===== src/pat_cfg.svh =====
// Purpose: offsets, field positions, reset values of the translation block
// Assumes: included by its bare name
// Notes: definitions only
`ifndef PAT_CFG_SVH
`define PAT_CFG_SVH

// apb byte offsets
`define PAT_A_CTRL 8'h00
`define PAT_A_BASE 8'h04
`define PAT_A_INVA 8'h08
`define PAT_A_CMD 8'h0c
`define PAT_A_RES 8'h10

// reset values
`define PAT_CTRL_RST 32'h00000000
`define PAT_BASE_RST 32'h00000000
`define PAT_INVA_RST 32'h00000000

// control and command bits
`define PAT_CTRL_8K 0
`define PAT_CMD_ONE 0
`define PAT_CMD_ALL 1
`define PAT_CMD_NSH 2
`define PAT_INVA_FCODE 0

// result register bits
`define PAT_RES_RES 0
`define PAT_RES_WP 1
`define PAT_RES_SUP 2
`define PAT_RES_DIRTY 3
`define PAT_RES_SHR 4
`define PAT_RES_BERR 5
`define PAT_RES_UTAG0 6
`define PAT_RES_UTAG1 7

// descriptor fields
`define PAT_D_TYPE 1:0
`define PAT_D_W 2
`define PAT_D_M 4
`define PAT_D_S 7
`define PAT_D_UTAG0 8
`define PAT_D_UTAG1 9
`define PAT_D_G 10
`define PAT_D_PA 31:12
`define PAT_D_PTR 31:2
`define PAT_TYPE_INV 2'h0
`define PAT_TYPE_IND 2'h2

`endif


===== src/pat_pkg.sv =====
// Purpose: types of the translation block
// Assumes: nothing
// Notes: constants live in pat_cfg.svh
package pat_pkg;
  typedef enum logic [2:0] {
    S_IDLE, S_HOLD, S_FETCH1, S_FETCH2, S_MARK, S_LOAD
  } pat_state_t;

  typedef struct packed {
    logic valid;
    logic [31:0] la;
    logic sup;
    logic write;
    logic rmw;
  } pat_req_t;

  typedef struct packed {
    logic req;
    logic we;
    logic [31:0] addr;
    logic [31:0] wdata;
  } pat_mreq_t;

  typedef struct packed {
    logic active;
    logic [15:0] tag;
    logic function_code_bit2;
    logic [19:0] pa;
    logic shared;
    logic dirty;
    logic sup;
    logic wp;
    logic resident;
    logic user_tag_0;
    logic user_tag_1;
  } pat_entry_t;

  typedef struct packed {
    logic is_inv;
    logic is_res;
    logic is_ind;
    logic [29:0] ptr;
    logic [19:0] pa;
    logic wp;
    logic dirty;
    logic sup;
    logic shared;
    logic user_tag_0;
    logic user_tag_1;
  } pat_desc_t;
endpackage : pat_pkg


===== src/pat_desc_decode.sv =====
// Purpose: decode one fetched table descriptor
// Assumes: second_lvl high when the word came through an indirect pointer
// Notes: purely combinational
`timescale 1ns/10ps
`default_nettype none
`include "pat_cfg.svh"
module pat_desc_decode (
  // fetched word
  input wire logic [31:0] desc,
  input wire logic second_lvl,
  // decoded view
  output var pat_pkg::pat_desc_t dec
);
  import pat_pkg::*;
  logic [1:0] dtype;
  assign dtype = desc[`PAT_D_TYPE];

  always_comb begin
    dec = '0;
    dec.is_ind = !second_lvl && (dtype == `PAT_TYPE_IND);
    dec.is_inv = (dtype == `PAT_TYPE_INV) || (second_lvl && dtype == `PAT_TYPE_IND);
    dec.is_res = desc[0];
    // pointer only meaningful for indirect words
    dec.ptr = dec.is_ind ? desc[`PAT_D_PTR] : 30'h0;
    dec.pa = desc[`PAT_D_PA];
    dec.wp = desc[`PAT_D_W];
    dec.dirty = desc[`PAT_D_M];
    dec.sup = desc[`PAT_D_S];
    dec.shared = desc[`PAT_D_G];
    dec.user_tag_0 = desc[`PAT_D_UTAG0];
    dec.user_tag_1 = desc[`PAT_D_UTAG1];
  end
endmodule : pat_desc_decode
`default_nettype wire


===== src/pat_xlat.sv =====
// Purpose: translation cache, descriptor walk and dirty-bit update
// Assumes: requester holds req stable until xlat_valid or access_error
// Notes: direct mapped, 16 sets; apb slave with one wait-free answer
//
// The implementer's own choices: the address map and the APB register port.
`timescale 1ns/10ps
`default_nettype none
`include "pat_cfg.svh"
module pat_xlat (
  // clock and reset
  input wire logic pclk,
  input wire logic presetn,
  // apb slave
  input wire logic psel,
  input wire logic penable,
  input wire logic pwrite,
  input wire logic [7:0] paddr,
  input wire logic [31:0] pwdata,
  output logic [31:0] prdata,
  output logic pready,
  output logic pslverr,
  // memory unit request
  input wire pat_pkg::pat_req_t req,
  // cache controller side
  output logic xlat_valid,
  output logic [31:0] xlat_pa,
  output logic page_attr_out_0,
  output logic page_attr_out_1,
  output logic access_error,
  output logic xlat_abort,
  // table walk memory port
  output var pat_pkg::pat_mreq_t walk_req,
  input wire logic walk_ack,
  input wire logic bus_error_ack,
  input wire logic [31:0] walk_rdata
);
  import pat_pkg::*;

  pat_state_t st_reg, st_next;
  pat_req_t cur_reg, cur_next;
  pat_entry_t pend_reg, pend_next;
  pat_mreq_t mreq_reg, mreq_next;
  logic [31:0] daddr_reg, daddr_next;
  logic [31:0] xpa_reg, xpa_next;
  logic xv_reg, xv_next, err_reg, err_next, abt_reg, abt_next;
  logic a0_reg, a0_next, a1_reg, a1_next, berr_reg, berr_next;
  pat_entry_t ent_reg [16];
  pat_entry_t ent_next [16];
  logic [31:0] ctrl_reg, ctrl_next, base_reg, base_next, inva_reg, inva_next;
  logic [31:0] prd_reg, prd_next, rdmux;
  logic prdy_reg, prdy_next, perr_reg, perr_next;
  pat_desc_t dec;
  pat_entry_t he;
  logic page8k, hit, store, cur_store, sup_viol, load, mapped, setup, wr;
  logic inv_one, inv_all, inv_nsh;
  logic [3:0] idx, widx, iidx;
  logic [19:0] vpn;
  logic [31:0] first_addr, hit_pa;

  function automatic logic [3:0] set_of(input logic [31:0] la, input logic p8);
    return p8 ? la[16:13] : la[15:12];
  endfunction : set_of

  function automatic logic [31:0] phys(input logic [19:0] pa, input logic [31:0] la,
                                       input logic p8);
    // 8k pages ignore the lowest base bit
    return p8 ? {pa[19:1], la[12:0]} : {pa, la[11:0]};
  endfunction : phys

  assign page8k = ctrl_reg[`PAT_CTRL_8K];
  assign idx = set_of(req.la, page8k);
  assign widx = set_of(cur_reg.la, page8k);
  assign iidx = set_of(inva_reg, page8k);
  assign he = ent_reg[idx];
  // bit 16 is also compared for 8k pages; harmless since it is the index
  assign hit = he.active && he.tag == req.la[31:16] && he.function_code_bit2 == req.sup;
  assign store = req.write || req.rmw;
  assign cur_store = cur_reg.write || cur_reg.rmw;
  assign sup_viol = he.sup && !req.sup;
  assign load = st_reg == S_LOAD;
  assign hit_pa = phys(he.pa, req.la, page8k);
  assign vpn = page8k ? {1'b0, req.la[31:13]} : req.la[31:12];
  assign first_addr = base_reg + {10'h0, vpn, 2'b00};

  pat_desc_decode u_dec (
    .desc(walk_rdata),
    .second_lvl(st_reg == S_FETCH2),
    .dec(dec)
  );

  // lookup and walk sequencer
  always_comb begin
    st_next = st_reg;
    cur_next = cur_reg;
    pend_next = pend_reg;
    mreq_next = mreq_reg;
    daddr_next = daddr_reg;
    xpa_next = xpa_reg;
    a0_next = a0_reg;
    a1_next = a1_reg;
    berr_next = berr_reg;
    xv_next = 1'b0;
    err_next = 1'b0;
    abt_next = 1'b0;
    unique case (st_reg)
      S_IDLE: begin
        if (req.valid) begin
          if (hit && (!he.resident || sup_viol || (store && he.wp))) begin
            err_next = 1'b1;
            st_next = S_HOLD;
          end else if (hit && !(store && !he.dirty)) begin
            xv_next = 1'b1;
            xpa_next = hit_pa;
            a0_next = he.user_tag_0;
            a1_next = he.user_tag_1;
            st_next = S_HOLD;
          end else begin
            // clean store hit walks again so memory sees the dirty bit
            abt_next = 1'b1;
            cur_next = req;
            pend_next = '0;
            pend_next.tag = req.la[31:16];
            pend_next.function_code_bit2 = req.sup;
            berr_next = 1'b0;
            daddr_next = first_addr;
            mreq_next.req = 1'b1;
            mreq_next.we = 1'b0;
            mreq_next.addr = first_addr;
            mreq_next.wdata = 32'h0;
            st_next = S_FETCH1;
          end
        end
      end
      S_HOLD: begin
        // one idle cycle lets the requester drop its request
        st_next = S_IDLE;
      end
      S_FETCH1, S_FETCH2: begin
        if (bus_error_ack) begin
          mreq_next.req = 1'b0;
          berr_next = 1'b1;
          pend_next.resident = 1'b0;
          st_next = S_LOAD;
        end else if (walk_ack) begin
          mreq_next.req = 1'b0;
          if (dec.is_ind) begin
            pend_next.wp = pend_reg.wp || dec.wp;
            daddr_next = {dec.ptr, 2'b00};
            mreq_next.req = 1'b1;
            mreq_next.addr = {dec.ptr, 2'b00};
            st_next = S_FETCH2;
          end else if (dec.is_inv) begin
            pend_next.resident = 1'b0;
            st_next = S_LOAD;
          end else begin
            pend_next.wp = pend_reg.wp || dec.wp;
            pend_next.pa = dec.pa;
            pend_next.shared = dec.shared;
            pend_next.sup = dec.sup;
            pend_next.user_tag_0 = dec.user_tag_0;
            pend_next.user_tag_1 = dec.user_tag_1;
            pend_next.dirty = dec.dirty;
            pend_next.resident = 1'b1;
            st_next = S_LOAD;
            if (cur_store && !dec.dirty && !(pend_reg.wp || dec.wp)
                && !(dec.sup && !cur_reg.sup)) begin
              pend_next.dirty = 1'b1;
              mreq_next.req = 1'b1;
              mreq_next.we = 1'b1;
              mreq_next.wdata = walk_rdata | (32'h1 << `PAT_D_M);
              st_next = S_MARK;
            end
          end
        end
      end
      S_MARK: begin
        if (bus_error_ack) begin
          mreq_next.req = 1'b0;
          berr_next = 1'b1;
          pend_next.resident = 1'b0;
          st_next = S_LOAD;
        end else if (walk_ack) begin
          mreq_next.req = 1'b0;
          mreq_next.we = 1'b0;
          st_next = S_LOAD;
        end
      end
      S_LOAD: begin
        // held request is looked up again next cycle
        st_next = S_IDLE;
      end
    endcase
  end

  always_ff @(posedge pclk or negedge presetn) begin
    if (!presetn) begin
      st_reg <= S_IDLE;
      cur_reg <= '0;
      pend_reg <= '0;
      mreq_reg <= '0;
      daddr_reg <= 32'h0;
      xpa_reg <= 32'h0;
      xv_reg <= 1'b0;
      err_reg <= 1'b0;
      abt_reg <= 1'b0;
      a0_reg <= 1'b0;
      a1_reg <= 1'b0;
      berr_reg <= 1'b0;
    end else begin
      st_reg <= st_next;
      cur_reg <= cur_next;
      pend_reg <= pend_next;
      mreq_reg <= mreq_next;
      daddr_reg <= daddr_next;
      xpa_reg <= xpa_next;
      xv_reg <= xv_next;
      err_reg <= err_next;
      abt_reg <= abt_next;
      a0_reg <= a0_next;
      a1_reg <= a1_next;
      berr_reg <= berr_next;
    end
  end

  // translation cache entries
  always_comb begin
    for (int i = 0; i < 16; i++) begin
      ent_next[i] = ent_reg[i];
      if (inv_all && !(inv_nsh && ent_reg[i].shared)) begin
        ent_next[i].active = 1'b0;
      end
      if (inv_one && !(inv_nsh && ent_reg[i].shared) && 4'(i) == iidx
          && ent_reg[i].tag == inva_reg[31:16]
          && ent_reg[i].function_code_bit2 == inva_reg[`PAT_INVA_FCODE]) begin
        ent_next[i].active = 1'b0;
      end
      // a fresh load wins over a same-cycle invalidate
      if (load && 4'(i) == widx) begin
        ent_next[i] = pend_reg;
        ent_next[i].active = 1'b1;
      end
    end
  end

  always_ff @(posedge pclk or negedge presetn) begin
    if (!presetn) begin
      for (int i = 0; i < 16; i++) begin
        ent_reg[i] <= '0;
      end
    end else begin
      for (int i = 0; i < 16; i++) begin
        ent_reg[i] <= ent_next[i];
      end
    end
  end

  // apb slave, answers in the first access cycle
  assign setup = psel && !penable;
  assign wr = psel && penable && prdy_reg && pwrite && !perr_reg;
  assign mapped = paddr == `PAT_A_CTRL || paddr == `PAT_A_BASE
    || paddr == `PAT_A_INVA || paddr == `PAT_A_CMD || paddr == `PAT_A_RES;
  assign inv_one = wr && paddr == `PAT_A_CMD && pwdata[`PAT_CMD_ONE];
  assign inv_all = wr && paddr == `PAT_A_CMD && pwdata[`PAT_CMD_ALL];
  assign inv_nsh = pwdata[`PAT_CMD_NSH];

  always_comb begin
    rdmux = 32'h0;
    unique case (paddr)
      `PAT_A_CTRL: rdmux = ctrl_reg;
      `PAT_A_BASE: rdmux = base_reg;
      `PAT_A_INVA: rdmux = inva_reg;
      `PAT_A_RES: begin
        rdmux[31:12] = pend_reg.pa;
        rdmux[`PAT_RES_RES] = pend_reg.resident;
        rdmux[`PAT_RES_WP] = pend_reg.wp;
        rdmux[`PAT_RES_SUP] = pend_reg.sup;
        rdmux[`PAT_RES_DIRTY] = pend_reg.dirty;
        rdmux[`PAT_RES_SHR] = pend_reg.shared;
        rdmux[`PAT_RES_BERR] = berr_reg;
        rdmux[`PAT_RES_UTAG0] = pend_reg.user_tag_0;
        rdmux[`PAT_RES_UTAG1] = pend_reg.user_tag_1;
      end
      default: rdmux = 32'h0;
    endcase
  end

  always_comb begin
    prdy_next = setup;
    perr_next = setup && !mapped;
    prd_next = (setup && !pwrite) ? rdmux : 32'h0;
    ctrl_next = ctrl_reg;
    base_next = base_reg;
    inva_next = inva_reg;
    if (wr && paddr == `PAT_A_CTRL) begin
      ctrl_next = {31'h0, pwdata[`PAT_CTRL_8K]};
    end
    if (wr && paddr == `PAT_A_BASE) begin
      base_next = {pwdata[31:2], 2'b00};
    end
    if (wr && paddr == `PAT_A_INVA) begin
      inva_next = pwdata;
    end
  end

  always_ff @(posedge pclk or negedge presetn) begin
    if (!presetn) begin
      prdy_reg <= 1'b0;
      perr_reg <= 1'b0;
      prd_reg <= 32'h0;
      ctrl_reg <= `PAT_CTRL_RST;
      base_reg <= `PAT_BASE_RST;
      inva_reg <= `PAT_INVA_RST;
    end else begin
      prdy_reg <= prdy_next;
      perr_reg <= perr_next;
      prd_reg <= prd_next;
      ctrl_reg <= ctrl_next;
      base_reg <= base_next;
      inva_reg <= inva_next;
    end
  end

  assign prdata = prd_reg;
  assign pready = prdy_reg;
  assign pslverr = perr_reg;
  assign xlat_valid = xv_reg;
  assign xlat_pa = xpa_reg;
  assign page_attr_out_0 = a0_reg;
  assign page_attr_out_1 = a1_reg;
  assign access_error = err_reg;
  assign xlat_abort = abt_reg;
  assign walk_req = mreq_reg;
endmodule : pat_xlat
`default_nettype wire


===== config.mk =====
export PLATFORM = sky130hd
export DESIGN_NAME = pat_xlat
export DESIGN_NICKNAME = d
export VERILOG_FILES = /design/src/pat_pkg.sv /design/src/pat_desc_decode.sv /design/src/pat_xlat.sv
export VERILOG_INCLUDE_DIRS = /design/src
export SDC_FILE = /design/constraint.sdc
export NUM_CORES = 2
export LEC_CHECK = 0
export BUFFER_PORTS_ARGS = -buffer_cell sky130_fd_sc_hd__buf_4
export CAP_MARGIN = 10
export CORE_UTILIZATION = 58
export CTS_BUF_LIST = sky130_fd_sc_hd__clkbuf_4 sky130_fd_sc_hd__clkbuf_8
export DETAILED_ROUTE_END_ITERATION = 16
export GPL_ROUTABILITY_DRIVEN = 0
export PLACE_DENSITY_LB_ADDON = 0.15
export SYNTH_ARGS = -nofsm -noshare
export SYNTH_HDL_FRONTEND = slang
export SYNTH_SLANG_ARGS = --single-unit
export TNS_END_PERCENT = 100

===== constraint.sdc =====
create_clock -name pclk -period 5.2 [get_ports pclk]
set_input_delay 0.78 -clock pclk [delete_from_list [all_inputs] [get_ports pclk]]
set_output_delay 0.78 -clock pclk [all_outputs]
set_load 0.005 [all_outputs]

==> metrics <==
register clock-pin slew on the reported worst setup and hold paths=about 70 ps; number of vias per cell=between 6 and 7; Crit path largest cell delay=860 ps; Largest register FFs=720; origin of the critical flop-to-flop path=ctrl_reg[0]; power density over cell area=440 nW/µm²; Max VDD drop=about 350 µV; IO Port Bufs=between 200 and 250; worst slew pin tran=about 1300 ps; antenna-violating nets left=0; Final Hold Fails=0; hold depth=2; Max Transition Viols Final=0; startpoint types=flip-flop; HP Start=walk_rdata[29]; status=finished, final reports clean; critical path capture point type=flip-flop; Skew-Pair Late Insertion Delay=between 800 and 900 ps; Setup-failing EPs final=0; most frequent cells in the layout=971 x dfrtp_1, 827 x mux2_2, 460 x nand2_1; Seq pwr share=between 40 and 50%; post-synthesis sequential area ratio=approximately 48%; commonest non-fill, non-tap cell in the layout=dfrtp_1; leakage power=around 27 nW; largest family of logic cells by synthesized area=multiplexers; Worst Skew=43.7 ps; max cap viols=0; clock power share=roughly 29%; Slew headroom=about a tenth; final WL=169,000 µm; iteration-0 DRC count of the detailed router=just over 5,000; Synth Flop Type=dfrtp_1; CTS root buf=clkbuf_8; combinational power share=a little over a quarter; layout cells sized above 1=36.1%; final worst-path cycle share=between 90% and 100%; Mapped Area=51,100 µm²; simple-gate share of the synthesized area=9.72%; All-Layer GR Usage=a little under two fifths; hpwl dp=approximately 110,000 µm; CP required=5960 ps; Buffers & Inverters on Critical Path=2; Core ar.=roughly 87,000 µm²; Die X-Extent=roughly 300 µm; Starting Density=between 50 and 60%; Synth Instances=around 4,300; Synth Area in Compound Gates=~7%; R2R setup slack=440 ps; CP max-delay cell=nor4_1; crit-path cells=and2_1, nor2_4, inv_2, nand2_1, o22ai_1, nor4_1, xor2_1, nor2_1, nand4_2, o21ba_1, nand2_2, inv_1, mux2_2; total iterations of the first detailed-routing run=9; fin util=between 60% and 70%; Critical Path AT=roughly 5500 ps; final setup TNS=0 ps; total grt overflow=0; final net count=approximately 4,600; r2r worst-path depth=13; Hold Crit Class=in -> reg; Yosys reg bits=approximately 1,000; mux contribution to synthesized area=approximately a quarter; vias in the first global route=~38,000; layout filler cell count=between 6,000 and 7,000; DR WL/cell=just under 30 µm; Die Footprint=around 90,000 µm²; DRC violations left=0; shortest period the worst path allows=approximately 4800 ps; Ports=~250; NetSw=about 0.0091 W; RR Endpoint=cur_reg[1]; xor/xnor share of the synthesized area=under 10%; Hold EP=pend_reg[24]; Max Root-Sink Buffers=3; f_max=0.210 GHz; crit-path leading delay family=simple AND/OR/NAND/NOR gates; RSZ-0062 raised after global routing=no; Adder-Cell Fraction of Synth Area=0.529%; largest net degree at the start of global routing=139; initial antenna violation count=11; vias=just under 40,000; Synth Area per Inst=around 12 µm²; CTS tree=done; CP Max Fanout=29; H-tree depth=4; crit path kind=reg -> reg; P_int=~0.016 W; CTS Buf Count=164; clock sink count=roughly 970; Sw Ratio=between 30 and 40%; first-pass GRT wire length=between 200,000 and 300,000 µm; number of synthesized flops with an enable pin=0; Yosys cell types=96; row count=between 100 and 150; asr flop ratio synth=100%; Die Ht=between 200 and 300 µm; Syn-to-layout area delta=12.4%; yosys warns=0
per-stage QoR:
stage | instances | hold slack [ps] | setup WS (ps) | cell area (µm²) | total power [W]
after global routing | 5759 | 143 | 291 | 57400 | 0.0260
after floorplan | 4314 | 471 | 267 | 51100 | 0.0147
after global placement | 5470 | 474 | 347 | 53900 | 0.0176
final | 5763 | 149 | 436 | 57400 | 0.0252
after detailed placement | 5470 | 476 | 288 | 53900 | 0.0177
after CTS | 5754 | 103 | 549 | 57400 | 0.0250
area by class of cell:
class | count | area (µm²) | share of cell area [%]
inverters | 43 | 168 | 0.292
clock buffers | 253 | 3140 | 5.48
clock inverters | 30 | 333 | 0.580
diodes | 7 | 17.5 | 0.0305
multi-input cells | 2941 | 25000 | 43.6
flip-flops and latches | 972 | 24300 | 42.4
well taps | 1155 | 1450 | 2.52
repair buffers | 362 | 2900 | 5.06
synthesized netlist by cell type (29+ instances only):
| cell | number | area (µm²) |
|---|---|---|
| o22ai_1 | 34 | 213 |
| clkbuf_1 | 244 | 916 |
| mux2_2 | 827 | 9310 |
| nand2_1 | 467 | 1750 |
| a22o_1 | 45 | 394 |
| nor4_1 | 35 | 219 |
| mux2i_1 | 98 | 981 |
| mux4_2 | 97 | 2180 |
| a22oi_1 | 35 | 263 |
| nor2_1 | 99 | 372 |
| a21oi_1 | 58 | 290 |
| inv_1 | 40 | 150 |
| dfrtp_1 | 972 | 24300 |
| nand4_1 | 61 | 382 |
| xnor2_1 | 179 | 1570 |
| buf_2 | 29 | 145 |
| nor3_1 | 33 | 165 |
| xor2_1 | 134 | 1170 |
| nand3_1 | 217 | 1090 |
| a311oi_1 | 46 | 403 |
| a31oi_1 | 29 | 181 |
| o21ai_0 | 51 | 255 |
| buf_1 | 45 | 169 |
worst max-delay path by stage:
stage                      from           end  slack (ps)  depth (start not counted)
floorplan               req[15]  walk_req[48]         270                         18
global placement        req[17]  walk_req[61]         350                         16
detailed placement      req[17]  pend_reg[36]         290                         14
CTS                 ctrl_reg[0]    xlat_pa[1]         550                         12
global route        ctrl_reg[0]  walk_req[57]         290                         15
finish              ctrl_reg[0]    cur_reg[1]         440                         13
power groups by stage:
stage	logic, W	registers (W)	clock network [W]
final	0.00658	0.0114	0.00726
after global routing	0.00681	0.0116	0.00767
after CTS	0.00632	0.0113	0.00733
after detailed placement	0.00628	0.0114	0
after global placement	0.00619	0.0114	0
after floorplan	0.00449	0.0102	0
cell families (layout without fill, tap and decap cells):
| logic type | count (synthesis) | after routing |
|---|---|---|
| buffers and inverters | 401 | 688 |
| flip-flops | 972 | 972 |
| other | 1 | 9 |
| XOR/XNOR | 313 | 313 |
| AND/OR/NAND/NOR | 1051 | 1051 |
| AO/OA/AOI/OAI | 472 | 472 |
| multiplexers | 1082 | 1082 |
| adder cells (fa/ha/maj) | 21 | 21 |
what timing repair did:
action / in CTS / in global routing
resized for setup: 0 / 0
setup buffers: 0 / 0
hold endpoints to repair: 2 / 0
hold buffers: 1 / 0
routing by layer:
metal / wire [µm] / track usage, % / vias to the layer above / share of wire, %
met5: 39 / 0.106 / - / 0.023
met1: 66500 / 51.6 / 19400 / 39
met4: 9500 / 18.9 / 6 / 5.6
met2: 74500 / 56.1 / 2337 / 44
met3: 18700 / 10.8 / 625 / 11
li1: - / - / 16000 / -
(Power assumes the default switching activity.)
